<file path="config.mk">
export PLATFORM = sky130hd
export DESIGN_NAME = cos_compare_out
export DESIGN_NICKNAME = d
export VERILOG_FILES = /design/src/verilog/cos_pkg.sv /design/src/verilog/cos_pulse_timer.sv /design/src/verilog/cos_channel.sv /design/src/verilog/cos_compare_out.sv
export SDC_FILE = /design/constraint.sdc
export NUM_CORES = 1
export LEC_CHECK = 0
export BUFFER_PORTS_ARGS = -buffer_cell sky130_fd_sc_hd__buf_4
export CAP_MARGIN = 0
export CORE_MARGIN = 8
export CORE_UTILIZATION = 55
export CTS_BUF_LIST = sky130_fd_sc_hd__clkbuf_16
export CTS_CLUSTER_DIAMETER = 120
export DETAILED_ROUTE_END_ITERATION = 12
export PLACE_DENSITY = 0.8
export SLEW_MARGIN = 15
export SYNTH_ARGS = -nofsm -noshare
export SYNTH_HDL_FRONTEND = slang
export SYNTH_HIERARCHICAL = 1
export SYNTH_SLANG_ARGS = --single-unit
</file>
<file path="constraint.sdc">
create_clock -name i_sys_clk -period 6.41 [get_ports i_sys_clk]
set_clock_uncertainty 0.2 [all_clocks]
set_input_delay 0 -clock i_sys_clk [delete_from_list [all_inputs] [get_ports i_sys_clk]]
set_output_delay 0 -clock i_sys_clk [all_outputs]
set_load 0.005 [all_outputs]
</file>
<file path="src/verilog/cos_pkg.sv">
// Purpose: Shared constants and types for the compare output switching block
// Assumes: One module clock, values are signed 32-bit words
// Notes: Mode codes are internal encodings of the configured function
package cos_pkg;
    localparam int VAL_W = 32;
    localparam int PULSE_W = 16;
    localparam logic [PULSE_W-1:0] PULSE_RST = 16'h0000;
    localparam logic [VAL_W-1:0] CMP_RST = 32'h0000_0000;
    localparam logic OUT_RST = 1'b0;
    localparam logic OWNER_SW = 1'b0;
    localparam logic OWNER_CMP = 1'b1;
    localparam logic DIR_UP = 1'b0;
    localparam logic DIR_DN = 1'b1;

    // Reference source selection
    typedef enum logic [1:0] {
        COS_REF_COUNTER,
        COS_REF_POSITION,
        COS_REF_MEASURED
    } cos_ref_t;

    // Compare function of one output
    typedef enum logic [2:0] {
        COS_MODE_UPPER,
        COS_MODE_LOWER,
        COS_MODE_WINDOW,
        COS_MODE_PULSE,
        COS_MODE_SET_UNTIL,
        COS_MODE_NOT_WINDOW
    } cos_mode_t;
endpackage : cos_pkg

</file>
<file path="src/verilog/cos_pulse_timer.sv">
// Purpose: Pulse stretcher that holds one output for a configured count
// Assumes: Duration zero means hold until the next count pulse
// Notes: Retrigger while running restarts the count
module cos_pulse_timer #(
    parameter int WIDTH = cos_pkg::PULSE_W
) (
    input wire logic i_sys_clk,
    input wire logic i_rst,
    input wire logic i_ce,
    input wire logic i_fire,
    input wire logic i_count_pulse,
    input wire logic [WIDTH-1:0] i_duration,
    output logic o_active
);
    import cos_pkg::*;

    logic [WIDTH-1:0] cnt_ff;
    logic [WIDTH-1:0] nxt_cnt;
    logic hold_ff;
    logic nxt_hold;

    // Next count; zero duration latches until the next count pulse
    always_comb begin
        nxt_cnt = cnt_ff;
        nxt_hold = hold_ff;
        if (i_fire) begin
            nxt_cnt = i_duration;
            nxt_hold = (i_duration == '0);
        end else begin
            if (cnt_ff != '0) begin
                nxt_cnt = cnt_ff - 1'b1;
            end
            if (i_count_pulse) begin
                nxt_hold = 1'b0;
            end
        end
    end

    // State register
    always_ff @(posedge i_sys_clk or posedge i_rst) begin
        if (i_rst) begin
            cnt_ff <= '0;
            hold_ff <= 1'b0;
        end else if (i_ce) begin
            cnt_ff <= nxt_cnt;
            hold_ff <= nxt_hold;
        end
    end

    assign o_active = (cnt_ff != '0) || hold_ff;
endmodule : cos_pulse_timer

</file>
<file path="src/verilog/cos_channel.sv">
// Purpose: Per-output match and crossing detection with rearm tracking
// Assumes: Reference value and its previous value come from the top
// Notes: Crossing is taken between the previous and present reference
module cos_channel #(
    parameter int VAL_W = cos_pkg::VAL_W
) (
    input wire logic i_sys_clk,
    input wire logic i_rst,
    input wire logic i_ce,
    input wire logic i_step,
    input wire logic i_is_position,
    input wire logic i_dir_cfg,
    input wire logic signed [VAL_W-1:0] i_ref,
    input wire logic signed [VAL_W-1:0] i_ref_prev,
    input wire logic signed [VAL_W-1:0] i_cmp,
    output logic o_hit
);
    import cos_pkg::*;

    logic armed_ff;
    logic nxt_armed;
    logic moving_up;
    logic dir_ok;
    logic reached;

    // Reach test: counter needs equality, position also accepts a crossing
    always_comb begin
        moving_up = (i_ref > i_ref_prev);
        dir_ok = (i_dir_cfg == DIR_UP) ? moving_up : !moving_up;
        if (i_is_position) begin
            reached = (i_dir_cfg == DIR_UP) ? (i_ref_prev < i_cmp && i_ref >= i_cmp)
                                            : (i_ref_prev > i_cmp && i_ref <= i_cmp);
        end else begin
            reached = (i_ref == i_cmp);
        end
        o_hit = i_step && dir_ok && reached && armed_ff;
        nxt_armed = armed_ff;
        if (o_hit) begin
            nxt_armed = 1'b0;
        end else if (i_step && (i_ref != i_cmp)) begin
            nxt_armed = 1'b1;
        end
    end

    // Rearm state; only real value steps count, not loads
    always_ff @(posedge i_sys_clk or posedge i_rst) begin
        if (i_rst) begin
            armed_ff <= 1'b1;
        end else if (i_ce) begin
            armed_ff <= nxt_armed;
        end
    end
endmodule : cos_channel

</file>
<file path="src/verilog/cos_compare_out.sv">
// Purpose: Two compare-driven digital outputs with software override
// Assumes: Counter, position and measured values arrive on the module clock
// Notes: Window modes are honoured only under their documented conditions
module cos_compare_out #(
    parameter int VAL_W = cos_pkg::VAL_W,
    parameter int PULSE_W = cos_pkg::PULSE_W
) (
    input wire logic i_sys_clk,
    input wire logic i_rst,
    input wire logic i_ce,
    input wire cos_pkg::cos_ref_t i_ref_sel,
    input wire logic signed [VAL_W-1:0] i_counter_value,
    input wire logic i_count_pulse,
    input wire logic i_counter_load,
    input wire logic signed [VAL_W-1:0] i_low_limit,
    input wire logic signed [VAL_W-1:0] i_high_limit,
    input wire logic signed [VAL_W-1:0] i_position_value,
    input wire logic i_position_valid,
    input wire logic signed [VAL_W-1:0] i_max_position,
    input wire logic signed [VAL_W-1:0] i_measured_value,
    input wire logic signed [VAL_W-1:0] i_cmp_value_0,
    input wire logic signed [VAL_W-1:0] i_cmp_value_1,
    input wire cos_pkg::cos_mode_t i_mode_a,
    input wire cos_pkg::cos_mode_t i_mode_b,
    input wire logic i_dir_a,
    input wire logic i_dir_b,
    input wire logic [PULSE_W-1:0] i_pulse_len_a,
    input wire logic [PULSE_W-1:0] i_pulse_len_b,
    input wire logic i_output_a_owner_sel,
    input wire logic i_output_b_owner_sel,
    input wire logic i_set_out_a,
    input wire logic i_set_out_b,
    input wire logic i_hit_clr_a,
    input wire logic i_hit_clr_b,
    output logic o_cmp_output_a,
    output logic o_cmp_output_b,
    output logic o_output_state_flag_a,
    output logic o_output_state_flag_b,
    output logic o_compare_hit_flag_a,
    output logic o_compare_hit_flag_b
);
    import cos_pkg::*;

    logic signed [VAL_W-1:0] ref_val;
    logic signed [VAL_W-1:0] ref_prev_ff;
    logic signed [VAL_W-1:0] nxt_ref_prev;
    logic step;
    logic is_pos;
    logic is_meas;
    logic [1:0] set_prev_ff;
    logic [1:0] nxt_set_prev;
    logic [1:0] sum_ff;
    logic [1:0] nxt_sum;
    logic [1:0] out_ff;
    logic [1:0] nxt_out;
    logic [1:0] flag_ff;
    logic [1:0] nxt_flag;
    logic [1:0] hit_ff;
    logic [1:0] nxt_hit;
    logic [1:0] hit;
    logic [1:0] pulse_act;
    logic [1:0] range_on;
    logic win_ok;
    logic in_win;

    // Per-output views of the port pairs
    cos_mode_t mode [2];
    logic owner [2];
    logic dir [2];
    logic set_bit [2];
    logic hit_clr [2];
    logic signed [VAL_W-1:0] cmp [2];
    logic [PULSE_W-1:0] plen [2];

    assign mode[0] = i_mode_a;
    assign mode[1] = i_mode_b;
    assign owner[0] = i_output_a_owner_sel;
    assign owner[1] = i_output_b_owner_sel;
    assign dir[0] = i_dir_a;
    assign dir[1] = i_dir_b;
    assign set_bit[0] = i_set_out_a;
    assign set_bit[1] = i_set_out_b;
    assign hit_clr[0] = i_hit_clr_a;
    assign hit_clr[1] = i_hit_clr_b;
    assign cmp[0] = i_cmp_value_0;
    assign cmp[1] = i_cmp_value_1;
    assign plen[0] = i_pulse_len_a;
    assign plen[1] = i_pulse_len_b;

    // Reference select; a counter step is a count pulse, never a load
    always_comb begin
        is_pos = (i_ref_sel == COS_REF_POSITION);
        is_meas = (i_ref_sel == COS_REF_MEASURED);
        unique case (i_ref_sel)
            COS_REF_COUNTER: begin
                ref_val = i_counter_value;
                step = i_count_pulse && !i_counter_load;
            end
            COS_REF_POSITION: begin
                ref_val = i_position_value;
                step = i_position_valid && (i_position_value != ref_prev_ff);
            end
            default: begin
                ref_val = i_measured_value;
                step = 1'b0;
            end
        endcase
        nxt_ref_prev = ref_val;
    end

    // Window valid only when A is software-owned and value 1 above value 0
    always_comb begin
        win_ok = (i_output_a_owner_sel == OWNER_SW) && (i_cmp_value_1 > i_cmp_value_0);
        in_win = (ref_val >= i_cmp_value_0) && (ref_val <= i_cmp_value_1);
    end

    generate
        for (genvar g = 0; g < 2; g++) begin : g_out
            cos_channel #(
                .VAL_W(VAL_W)
            ) u_chan (
                .i_sys_clk(i_sys_clk),
                .i_rst(i_rst),
                .i_ce(i_ce),
                .i_step(step),
                .i_is_position(is_pos),
                .i_dir_cfg(dir[g]),
                .i_ref(ref_val),
                .i_ref_prev(ref_prev_ff),
                .i_cmp(cmp[g]),
                .o_hit(hit[g])
            );

            cos_pulse_timer #(
                .WIDTH(PULSE_W)
            ) u_pulse (
                .i_sys_clk(i_sys_clk),
                .i_rst(i_rst),
                .i_ce(i_ce),
                .i_fire(hit[g] && mode[g] == COS_MODE_PULSE && !is_meas),
                .i_count_pulse(step),
                .i_duration(plen[g]),
                .o_active(pulse_act[g])
            );

            // Range and window conditions for this output
            always_comb begin
                range_on[g] = 1'b0;
                unique case (mode[g])
                    COS_MODE_UPPER: begin
                        if (is_meas) begin
                            range_on[g] = (ref_val >= cmp[g]);
                        end else if (is_pos) begin
                            range_on[g] = (ref_val >= cmp[g]) && (ref_val <= i_max_position);
                        end else begin
                            range_on[g] = (ref_val >= cmp[g]) && (ref_val <= i_high_limit);
                        end
                    end
                    COS_MODE_LOWER: begin
                        if (is_meas) begin
                            range_on[g] = (ref_val <= cmp[g]);
                        end else if (is_pos) begin
                            range_on[g] = (ref_val >= 0) && (ref_val <= cmp[g]);
                        end else begin
                            range_on[g] = (ref_val >= i_low_limit) && (ref_val <= cmp[g]);
                        end
                    end
                    COS_MODE_WINDOW: begin
                        range_on[g] = (g == 1) && win_ok && in_win;
                    end
                    COS_MODE_NOT_WINDOW: begin
                        range_on[g] = (g == 1) && is_meas && win_ok && !in_win;
                    end
                    default: begin
                        range_on[g] = 1'b0;
                    end
                endcase
            end

            // Next output, set-until-match state and hit flag
            always_comb begin
                nxt_set_prev[g] = set_bit[g];
                nxt_sum[g] = sum_ff[g];
                if (mode[g] == COS_MODE_SET_UNTIL) begin
                    if (set_bit[g] && !set_prev_ff[g]) begin
                        nxt_sum[g] = 1'b1;
                    end
                    if (!set_bit[g] || (hit[g] && !is_meas)) begin
                        nxt_sum[g] = 1'b0;
                    end
                end else begin
                    nxt_sum[g] = 1'b0;
                end
                if (owner[g] == OWNER_SW) begin
                    nxt_out[g] = set_bit[g];
                end else if (mode[g] == COS_MODE_PULSE) begin
                    nxt_out[g] = pulse_act[g] || (hit[g] && !is_meas);
                end else if (mode[g] == COS_MODE_SET_UNTIL) begin
                    nxt_out[g] = nxt_sum[g];
                end else begin
                    nxt_out[g] = range_on[g];
                end
                nxt_flag[g] = nxt_out[g];
                // Set wins over a same-cycle clear
                nxt_hit[g] = hit_ff[g] && !hit_clr[g];
                if (hit[g] && !is_meas) begin
                    nxt_hit[g] = 1'b1;
                end
            end
        end
    endgenerate

    // Registers; output and its feedback bit update together
    always_ff @(posedge i_sys_clk or posedge i_rst) begin
        if (i_rst) begin
            ref_prev_ff <= CMP_RST;
            set_prev_ff <= '0;
            sum_ff <= '0;
            out_ff <= {2{OUT_RST}};
            flag_ff <= {2{OUT_RST}};
            hit_ff <= '0;
        end else if (i_ce) begin
            ref_prev_ff <= nxt_ref_prev;
            set_prev_ff <= nxt_set_prev;
            sum_ff <= nxt_sum;
            out_ff <= nxt_out;
            flag_ff <= nxt_flag;
            hit_ff <= nxt_hit;
        end
    end

    assign o_cmp_output_a = out_ff[0];
    assign o_cmp_output_b = out_ff[1];
    assign o_output_state_flag_a = flag_ff[0];
    assign o_output_state_flag_b = flag_ff[1];
    assign o_compare_hit_flag_a = hit_ff[0];
    assign o_compare_hit_flag_b = hit_ff[1];
endmodule : cos_compare_out

</file>
Yosys cells after proc, flatten, opt, wreduce, memory -nomap -nowiden
Cells that the tools add are included.
{"block": "word_totals", "elab_cells": 158, "ramBits": 0, "output_inout_bits": 6, "register_bits": 76, "romBits": 0, "latch_bits": 0, "input_bits": 310, "n_memories": 0}
{"block": "classes", "n_div": 0, "n_eq_ne": 15, "magnitude_cmp": 14, "n_bitwise": 1, "n_reduce_logical": 72, "addsub": 2, "mul": 0, "shift": 0, "mux": 43}
{"operator": "$gt 32x32->1", "count": 4}
{"operator": "$le 32x32->1", "count": 4}
{"operator": "$ge 32x32->1", "count": 3}
{"operator": "$ne 32x32->1", "count": 3}
{"operator": "$eq 32x32->1", "count": 2}
{"operator": "$lt 32x32->1", "count": 2}
{"operator": "$mux 16", "count": 4}
{"operator": "$pmux 32 s2", "count": 1}
{"operator": "$logic_and 1x1->1", "count": 37}
{"operator": "$mux 1", "count": 35}
{"operator": "$ge 32x1->1 const B", "count": 1}
{"operator": "$logic_not 16->1", "count": 2}
{"operator": "$reduce_bool 16->1", "count": 2}
{"operator": "$sub 16x1->16 const B", "count": 2}
{"operator": "$reduce_and 2->1", "count": 6}
{"operator": "$reduce_bool 2->1", "count": 6}
{"operator": "$logic_not 1->1", "count": 10}
{"operator": "$eq 3x2->1 const B", "count": 3}
{"operator": "$eq 3x3->1 const B", "count": 3}
{"operator": "$eq 3x1->1 const B", "count": 2}
{"operator": "$logic_not 3->1", "count": 2}
{"operator": "$logic_or 1x1->1", "count": 6}
{"operator": "$pmux 1 s2", "count": 2}
{"operator": "$pmux 1 s4", "count": 1}
{"operator": "other kinds (4)", "count": 4}

Depth between registers and ports, before layout
Gate-level depths: netlist (run 1).
{"block": "logic_depth", "ltp_word": 15, "mapped_depth": 21, "ltp_nobuf": 19}

Hierarchy
The synthesis (run 1) kept the hierarchy.
{"mod": "cos_compare_out", "instances": 1, "area_per_inst_um2": 7549.7, "seq_area_each_um2": 1001.0, "cells_per_inst": 946}
{"mod": "cos_channel", "instances": 2, "area_per_inst_um2": 2472.4, "seq_area_each_um2": 26.3, "cells_per_inst": 331}
{"mod": "cos_pulse_timer", "instances": 2, "area_per_inst_um2": 1260.0, "seq_area_each_um2": 425.4, "cells_per_inst": 147}

Worst setup path before layout (run 1)
Ideal clock, no wire load.
{"block": "synth_timing", "path_type": "input port to flip-flop", "from": "input i_ref_sel[0]", "to": "register g_out[0].u_pulse.cnt_ff[12]", "setup_time_ps": 121, "cell_stages": 19, "slack_ps": 1503, "t_arrival_ps": 4586, "n_path_buf": 4, "path_cell_list": "buf_2 > buf_1 > mux2i_1 > o21ai_0 > ha_1 > a21oi_1 > nor2_1 > a211o_1 > o41a_1 > o32ai_1 > o2111ai_1 > nand3_1 > and3_1 > nand2_1 > nor3_1 > clkbuf_1 > clkbuf_1 > o21ai_0 > a22o_1"}
{"block": "synth_between", "elab_chain_len": 12}
{"element": "start, declared", "line": "cos_compare_out.sv:11", "rtl": "input wire cos_pkg::cos_ref_t i_ref_sel,"}
{"element": "$eq 2x1->1 or $logic_not 2->1 (tied branches)", "line": "cos_compare_out.sv:94", "rtl": "unique case (i_ref_sel)"}
{"element": "$pmux 32 s2 *", "line": "cos_compare_out.sv:94"}
{"element": "via nxt_ref_prev[13]", "line": "cos_compare_out.sv:46", "rtl": "logic signed [VAL_W-1:0] nxt_ref_prev;"}
{"element": "$ge 32x32->1 (tied with other cells)", "line": "cos_channel.sv:31", "rtl": "reached = (i_dir_cfg == DIR_UP) ? (i_ref_prev < i_cmp && i_ref >= i_cmp)"}
{"element": "$logic_and 1x1->1 (tied with other cells)", "line": "cos_channel.sv:31"}
{"element": "$mux 1 (on tied branches)", "line": "cos_channel.sv:31, cos_channel.sv:29"}
{"element": "$mux 1 or $logic_and 1x1->1 (tied branches)", "line": "cos_channel.sv:30, cos_channel.sv:36"}
{"element": "$logic_and 1x1->1 * (2 in series)", "line": "cos_channel.sv:36", "rtl": "o_hit = i_step && dir_ok && reached && armed_ff;"}
{"element": "via hit[0]", "line": "cos_compare_out.sv:60", "rtl": "logic [1:0] hit;"}
{"element": "$logic_and 1x1->1 * (2 in series)", "line": "cos_compare_out.sv:140", "rtl": ".i_fire(hit[g] && mode[g] == COS_MODE_PULSE && !is_meas),"}
{"element": "$reduce_bool 2->1 (no source line)"}
{"element": "$reduce_and 2->1 (no source line)"}
{"element": "end signal, assigned", "line": "cos_pulse_timer.sv:45", "rtl": "cnt_ff <= nxt_cnt;"}
{"element": "end, declared", "line": "cos_pulse_timer.sv:17", "rtl": "logic [WIDTH-1:0] cnt_ff;"}
Mark *: on every way through the listed nets, which the timed path passes. The rest lies on a longest branch.
A chain may end at the register's enable or synchronous reset.

Worst setup path after layout (run 1)
{"block": "layout_timing", "from": "register ref_prev_ff[26]", "to": "register g_out[0].u_pulse.hold_ff"}
{"block": "layout_between", "elab_chain_len": 10}
{"element": "start, declared", "line": "cos_compare_out.sv:45", "rtl": "logic signed [VAL_W-1:0] ref_prev_ff;"}
{"element": "start signal, assigned", "line": "cos_compare_out.sv:223", "rtl": "ref_prev_ff <= nxt_ref_prev;"}
{"element": "$lt 32x32->1 (tied with other cells)", "line": "cos_channel.sv:31"}
{"element": "$logic_and 1x1->1 (tied with other cells)", "line": "cos_channel.sv:31"}
{"element": "$mux 1 (tied with other cells)", "line": "cos_channel.sv:31"}
{"element": "$mux 1 or $logic_and 1x1->1 (tied branches)", "line": "cos_channel.sv:30, cos_channel.sv:36"}
{"element": "$logic_and 1x1->1 * (2 in series)", "line": "cos_channel.sv:36"}
{"element": "via hit[0]", "line": "cos_compare_out.sv:60"}
{"element": "$logic_and 1x1->1 * (2 in series)", "line": "cos_compare_out.sv:140"}
{"element": "$reduce_bool 2->1 (no source line)"}
{"element": "$reduce_and 2->1 (no source line)"}
{"element": "end signal, assigned", "line": "cos_pulse_timer.sv:46", "rtl": "hold_ff <= nxt_hold;"}
{"element": "end, declared", "line": "cos_pulse_timer.sv:19", "rtl": "logic hold_ff;"}
Marks and branches as above.

==> metrics.txt, run 1 <==
DRC Markers=0; Critical Path RT=6.50 ns; total track usage=0.3100; worst slew pin tran=1.058 ns; endpoint class of the critical path=flip-flop; drt first pass iters=7; Final Util=0.7012; mapped cell area=15010 um2; CTS root buffer=clkbuf_16; initial antenna violation count=2; DR WL/cell=20.12 um; Initial DRC Count=1284; Post-DP Area=17900 um2; grt ovf=0; H-tree Lvls=3; RSZ-0062 raised after global routing=no; Starting Density=0.5587; max cap viols=0; most common cell after layout, fill and taps aside=ha_1; FF-to-FF End=g_out[0].u_pulse/hold_ff$_DFFE_PP0P_; power per cell area=142.3 nW/um2; setup TNS=0 ns; post-route cell area=18850 um2; relative slew slack=0.2872; final WL=53090 um; crit path max fanout=22; Mapped Cells=1902; Setup crit start=ref_prev_ff[26]$_DFFE_PP0P_; RR Startpoint=ref_prev_ff[26]$_DFFE_PP0P_; core area=26880 um2; pin count of the biggest net entering global routing=78; Post-DP HPWL=43560 um; Critical Path Source Type=flip-flop; die area=32840 um2; CTS sink cnt=76; reg2reg path depth=16; Post-Place Worst Slack=0.7259 ns; first-pass GRT wire length=83080 um; setup slack, reg-to-reg=0.25 ns; commonest cells after routing, fill and taps aside=ha_1 (386), buf_4 (351), inv_1 (326); post-synthesis sequential area ratio=0.1268; final hold vios=0; drt via density=6.187; CTS Buf Count=9; Synth Warn #=6; postcts setup bufs=0; CTS Buffer Depth=2; fill cell count=2148; number of port buffers=315; Synth-to-Final Area Change=25.52%; DRT antenna net count=0; Worst Hold Class=input port to flip-flop; number of synthesized register bits=76; Setup Viol. Count Final=0; fin crit period=6.162 ns; layout cells sized above 1=0.1955; routability congestion estimate from global placement=0.9823; post-synthesis async set-or-reset flop share=1.000; Pwr Total=2683 uW; vias in the first global route=16440; Synth Net Count=2598; Netlist cell types=91; fin crit share=0.9613; Arr. time, crit path=6.25 ns; Clock Latency Late Sink=0.36 ns; Max Fclk=0.1623 GHz; outcome=finished clean; Nets=2988; Worst-path clk slew=0.07 ns; clock tree from TritonCTS=done; Post-synth EDFFs=0; Via Count=16330; crit path kind=flip-flop to flip-flop; Die X=181.2 um; post-route setup slack=0.2483 ns; FP Rows=60; cell leakage power=0.009854 uW; main flop type after synthesis=dfrtp_1; Die Ht=181.2 um; WHS Path Cells=5; Mean Syn Cell Area=7.894 um2; VDD IR max=0.1222 mV; Final Max Slew Viols=0; Worst Setup EP=g_out[0].u_pulse/hold_ff$_DFFE_PP0P_; # IOs=316
==> logic make-up after synthesis <==
group / share of synthesized area
simple gates: 0.1906
compound gates: 0.1953
fa+ha+maj: 0.3217
buf+inv: 0.09433
flops: 0.1268
mux: 0.05092
xor+xnor: 0.02042
==> per-layer routing <==
metal  GRT usage  vias to the layer above  share of wire
met5           0                        -        0.00017
met2      0.5392                      739           0.48
li1            -                     7758              -
met1      0.3775                     7651           0.42
met4      0.1348                        2          0.045
met3     0.04092                      177          0.062
==> sequential cells by signal (all words and copies together) (netlist names) <==
register	count
set_prev_ff	2
hit_ff	2
out_ff	2
g_out.u_pulse/hold_ff	2
g_out.u_pulse/cnt_ff	32
sum_ff	2
g_out.u_chan/armed_ff	2
ref_prev_ff	32
==> synthesized netlist by cell type, drive strengths merged (11+ instances only) <==
| cell type | n | area, um2 |
|---|---|---|
| nand2 | 157 | 589.3 |
| buf | 13 | 95.08 |
| o211ai | 17 | 127.6 |
| ha | 386 | 4830 |
| nand4 | 86 | 556.8 |
| a311oi | 11 | 102.6 |
| o21ai | 98 | 490.5 |
| nor4 | 32 | 230.2 |
| nand3 | 51 | 280.3 |
| dfrtp | 74 | 1852 |
| and4 | 12 | 110.1 |
| inv | 326 | 1224 |
| nand2b | 12 | 90.09 |
| a31oi | 14 | 93.84 |
| mux2 | 35 | 394.1 |
| nor2b | 22 | 137.6 |
| nor3 | 36 | 205.2 |
| or4 | 15 | 131.4 |
| clkbuf | 24 | 90.09 |
| xnor2 | 34 | 297.8 |
| a21o | 28 | 210.2 |
| a21oi | 156 | 780.8 |
| mux2i | 37 | 370.4 |
| nor2 | 53 | 198.9 |
| a211oi | 18 | 150.2 |
==> through the flow <==
step | hold slack (ns) | cells
after floorplan | -0.3103 | 1902
after global placement | -0.2383 | 2557
after detailed placement | -0.2365 | 2557
after CTS | 0.003260 | 2638
after global routing | 0.02630 | 2639
final | 0.005954 | 2639
==> report_power, final <==
part | switching (uW) | leakage (uW) | internal (uW)
sequential | 128 | 0.000892 | 553
clock | 245 | 0.000133 | 269
combinational | 790 | 0.00883 | 698
total | 1160 | 0.00985 | 1520
==> worst max-delay path: stages, from the launching register on <==
cell           delay (ns)
dfrtp_1              0.53
ha_1                 0.37
nand4_1              0.14
nor4_1               0.70
a211oi_1             0.29
a2111oi_0            0.52
o21ai_1              0.13
nand3_1              0.12
and3_1               0.28
nand2_1              0.12
nor3_2               0.17
buf_4                0.28
clkinvlp_4           0.34
or4_1                0.59
dlygate4sd3_1        0.61
o21ai_1              0.12
dlygate4sd3_1        0.56
==> worst min path at each step <==
stage | to | slack (ns) | start
after detailed placement | set_prev_ff[1]$_DFFE_PP0P_ | -0.24 | i_rst
after CTS | ref_prev_ff[29]$_DFFE_PP0P_ | 0.003 | i_measured_value[29]
after global placement | set_prev_ff[1]$_DFFE_PP0P_ | -0.24 | i_rst
after global routing | ref_prev_ff[29]$_DFFE_PP0P_ | 0.03 | i_measured_value[29]
after floorplan | g_out[0].u_chan/armed_ff$_DFFE_PP1P_ | -0.31 | i_rst
final | ref_prev_ff[29]$_DFFE_PP0P_ | 0.006 | i_measured_value[29]
==> area by class of cell <==
class / instances / area, um2 / area share
Multi-Input combinational cell: 1461 / 11710 / 0.6212
Timing Repair Buffer: 416 / 3286 / 0.1743
Sequential cell: 76 / 1904 / 0.1010
Inverter: 328 / 1235 / 0.06553
Tap cell: 341 / 426.7 / 0.02264
Clock buffer: 9 / 225.2 / 0.01195
Clock inverter: 7 / 58.81 / 0.003120
Antenna cell: 1 / 2.502 / 0.0001328
==> repair_timing <==
| item | CTS | global route |
|---|---|---|
| hold buffers | 65 | 0 |
| hold endpoints to repair | 120 | 0 |
| endpoints found under the setup margin | 0 | 2 |
| gates resized for setup | 0 | 4 |
Power figures use the tool's default switching activity.
==> run 2, diff against run 1 <==
--- a/config.mk
+++ b/config.mk
@@ -13,4 +13,5 @@
 export CTS_CLUSTER_DIAMETER = 120
 export DETAILED_ROUTE_END_ITERATION = 12
+export MAX_ROUTING_LAYER = met4
 export PLACE_DENSITY = 0.8
 export SLEW_MARGIN = 15
==> constraint.sdc (replaced) <==
create_clock -name i_sys_clk -period 6.41 [get_ports i_sys_clk]
set_clock_uncertainty 0.2 [all_clocks]
set_input_delay 1.282 -clock i_sys_clk [delete_from_list [all_inputs] [get_ports i_sys_clk]]
set_output_delay 1.282 -clock i_sys_clk [all_outputs]
set_load 0.005 [all_outputs]
==> metrics.txt, run 2 (same netlist as run 1, synthesis figures left out) <==
grt ovf=0; H-tree Lvls=3; Max Fclk=0.1663 GHz; postcts setup bufs=0; vias in the first global route=16140; Critical Path RT=6.48 ns; fin crit period=6.013 ns; Setup Viol. Count Final=0; crit path kind=input port to flip-flop; number of port buffers=315; Worst Hold Class=flip-flop to flip-flop; # IOs=316; setup slack, reg-to-reg=1.70 ns; core area=26880 um2; WHS Path Cells=2; Worst-path clk slew=0.06 ns; CTS Buffer Depth=2; initial antenna violation count=1; routability congestion estimate from global placement=0.9905; CTS sink cnt=76; WHS Endpoint=g_out[0].u_pulse/hold_ff$_DFFE_PP0P_; CTS Buf Count=9; power per cell area=144.3 nW/um2; Largest regs=g_out.u_pulse/cnt_ff x32, ref_prev_ff x32; RSZ-0062 raised after global routing=no; DRT antenna net count=0; Reg power frac=0.258; Synth-to-Final Area Change=22.02%; fill cell count=2324; outcome=finished clean; VDD IR max=0.1155 mV; Nets=2941; drt via density=6.201; most common cell after layout, fill and taps aside=ha_1; Via Count=16070; relative slew slack=0.3418; final WL=53950 um; hold_sp=g_out[0].u_pulse/hold_ff$_DFFE_PP0P_; worst hold margin=0.2937 ns; Post-DP HPWL=45780 um; Starting Density=0.5587; internal cell power=1516 uW; clock tree from TritonCTS=done; pin count of the biggest net entering global routing=74; Final Max Slew Viols=0; cell leakage power=0.009691 uW; Clock Latency Late Sink=0.35 ns; CTS root buffer=clkbuf_16; switch share=0.4267; commonest cells after routing, fill and taps aside=ha_1 (386), buf_4 (369), inv_1 (327); endpoint class of the critical path=flip-flop; Final Util=0.6817; first-pass GRT wire length=84440 um; worst slew pin tran=0.9783 ns; Die X=181.2 um; Pwr Total=2644 uW; P_sw=1128 uW; FF-to-FF End=g_out[1].u_pulse/cnt_ff[3]$_DFFE_PP0P_; Die Ht=181.2 um; die area=32840 um2; max cap viols=0; Initial DRC Count=1390; Arr. time, crit path=6.08 ns; DR WL/cell=20.81 um; reg2reg path depth=15; combinational fraction of design power=0.548; crit path max fanout=32; post-route cell area=18320 um2; fin crit share=0.9381; layout cells sized above 1=0.2053; Post-DP Area=18030 um2; drt first pass iters=6; total track usage=0.3265; RR Startpoint=ref_prev_ff[31]$_DFFE_PP0P_; Critical Path Source Type=input port; share of total power in the clock network=0.194; FP Rows=60; DRC Markers=0; final hold vios=0
-- run 2: changes by cell type in the layout (fill, tap and decap cells not counted), sizes merged --
cell	change
inv	-3
dlygate4sd3	-65
bufinv	+1
buf	+18
clkinvlp	-2
clkinv	+4
-- run 2: critical path: stages --
cell and delay [ns]:
buf_4 0.45, mux2i_1 0.15, o21ai_0 0.47, buf_4 0.26, ha_1 0.25, nor2b_1 0.14
o211ai_1 0.18, a21boi_0 0.15, o41a_1 0.36, o32ai_1 0.32, o2111ai_1 0.13, nand3_1 0.11
and3_1 0.20, and2_1 0.22, and4_1 0.46, clkinv_1 0.21, nor2_2 0.41, a311oi_1 0.10
nor3_1 0.20
-- run 2: stage by stage --
step | setup slack [ns] | setup TNS (ns) | instances
3_3_place_gp | 0.1706 | 0 | 2575
6_report | 0.3969 | 0 | 2592
3_5_place_dp | -0.01734 | -0.02798 | 2575
4_1_cts | 0.3067 | 0 | 2591
2_1_floorplan | 0.2212 | 0 | 1902
5_1_grt | 0.01774 | 0 | 2592
-- run 2: repair_timing --
item                                    CTS  global route
resized for setup                         0             2
hold buffers                              0             0
endpoints found under the setup margin    0            10
-- run 2: how the worst max path moves through the flow --
stage                      start  cells past startpoint                                 endpoint
global placement    i_ref_sel[0]                     19   g_out[1].u_pulse/cnt_ff[6]$_DFFE_PP0P_
CTS                 i_ref_sel[0]                     19   g_out[1].u_pulse/cnt_ff[3]$_DFFE_PP0P_
floorplan           i_ref_sel[0]                     19  g_out[0].u_pulse/cnt_ff[12]$_DFFE_PP0P_
finish              i_ref_sel[0]                     19   g_out[1].u_pulse/cnt_ff[3]$_DFFE_PP0P_
detailed placement  i_ref_sel[0]                     20   g_out[1].u_pulse/cnt_ff[3]$_DFFE_PP0P_
global route        i_ref_sel[0]                     20   g_out[1].u_pulse/cnt_ff[3]$_DFFE_PP0P_
-- run 2: area by class of cell --
class,instances,area (um2),area share
Inverter,328,1231,0.06720
Tap cell,341,426.7,0.02329
Sequential cell,76,1904,0.1039
Clock inverter,7,58.81,0.003210
Clock buffer,9,225.2,0.01229
Timing Repair Buffer,369,2770,0.1512
Antenna cell,1,2.502,0.0001366
Multi-Input combinational cell,1461,11700,0.6387
-- run 2: per-layer routing --
metal,vias up,global-route usage,wire [um]
met3,160,0.03771,3280
met1,7615,0.3950,22640
met4,0,0.1404,2382
met5,-,-,0
li1,7644,-,-
met2,654,0.5440,25650
-- run 2: power by group through the flow --
| stage | registers, uW | clock network, uW | logic, uW |
|---|---|---|---|
| 6_report | 683 | 512 | 1450 |
| 5_1_grt | 693 | 538 | 1610 |
| 4_1_cts | 679 | 518 | 1420 |
| 3_5_place_dp | 688 | 0 | 1410 |
| 3_3_place_gp | 686 | 0 | 1350 |
| 2_1_floorplan | 646 | 0 | 906 |
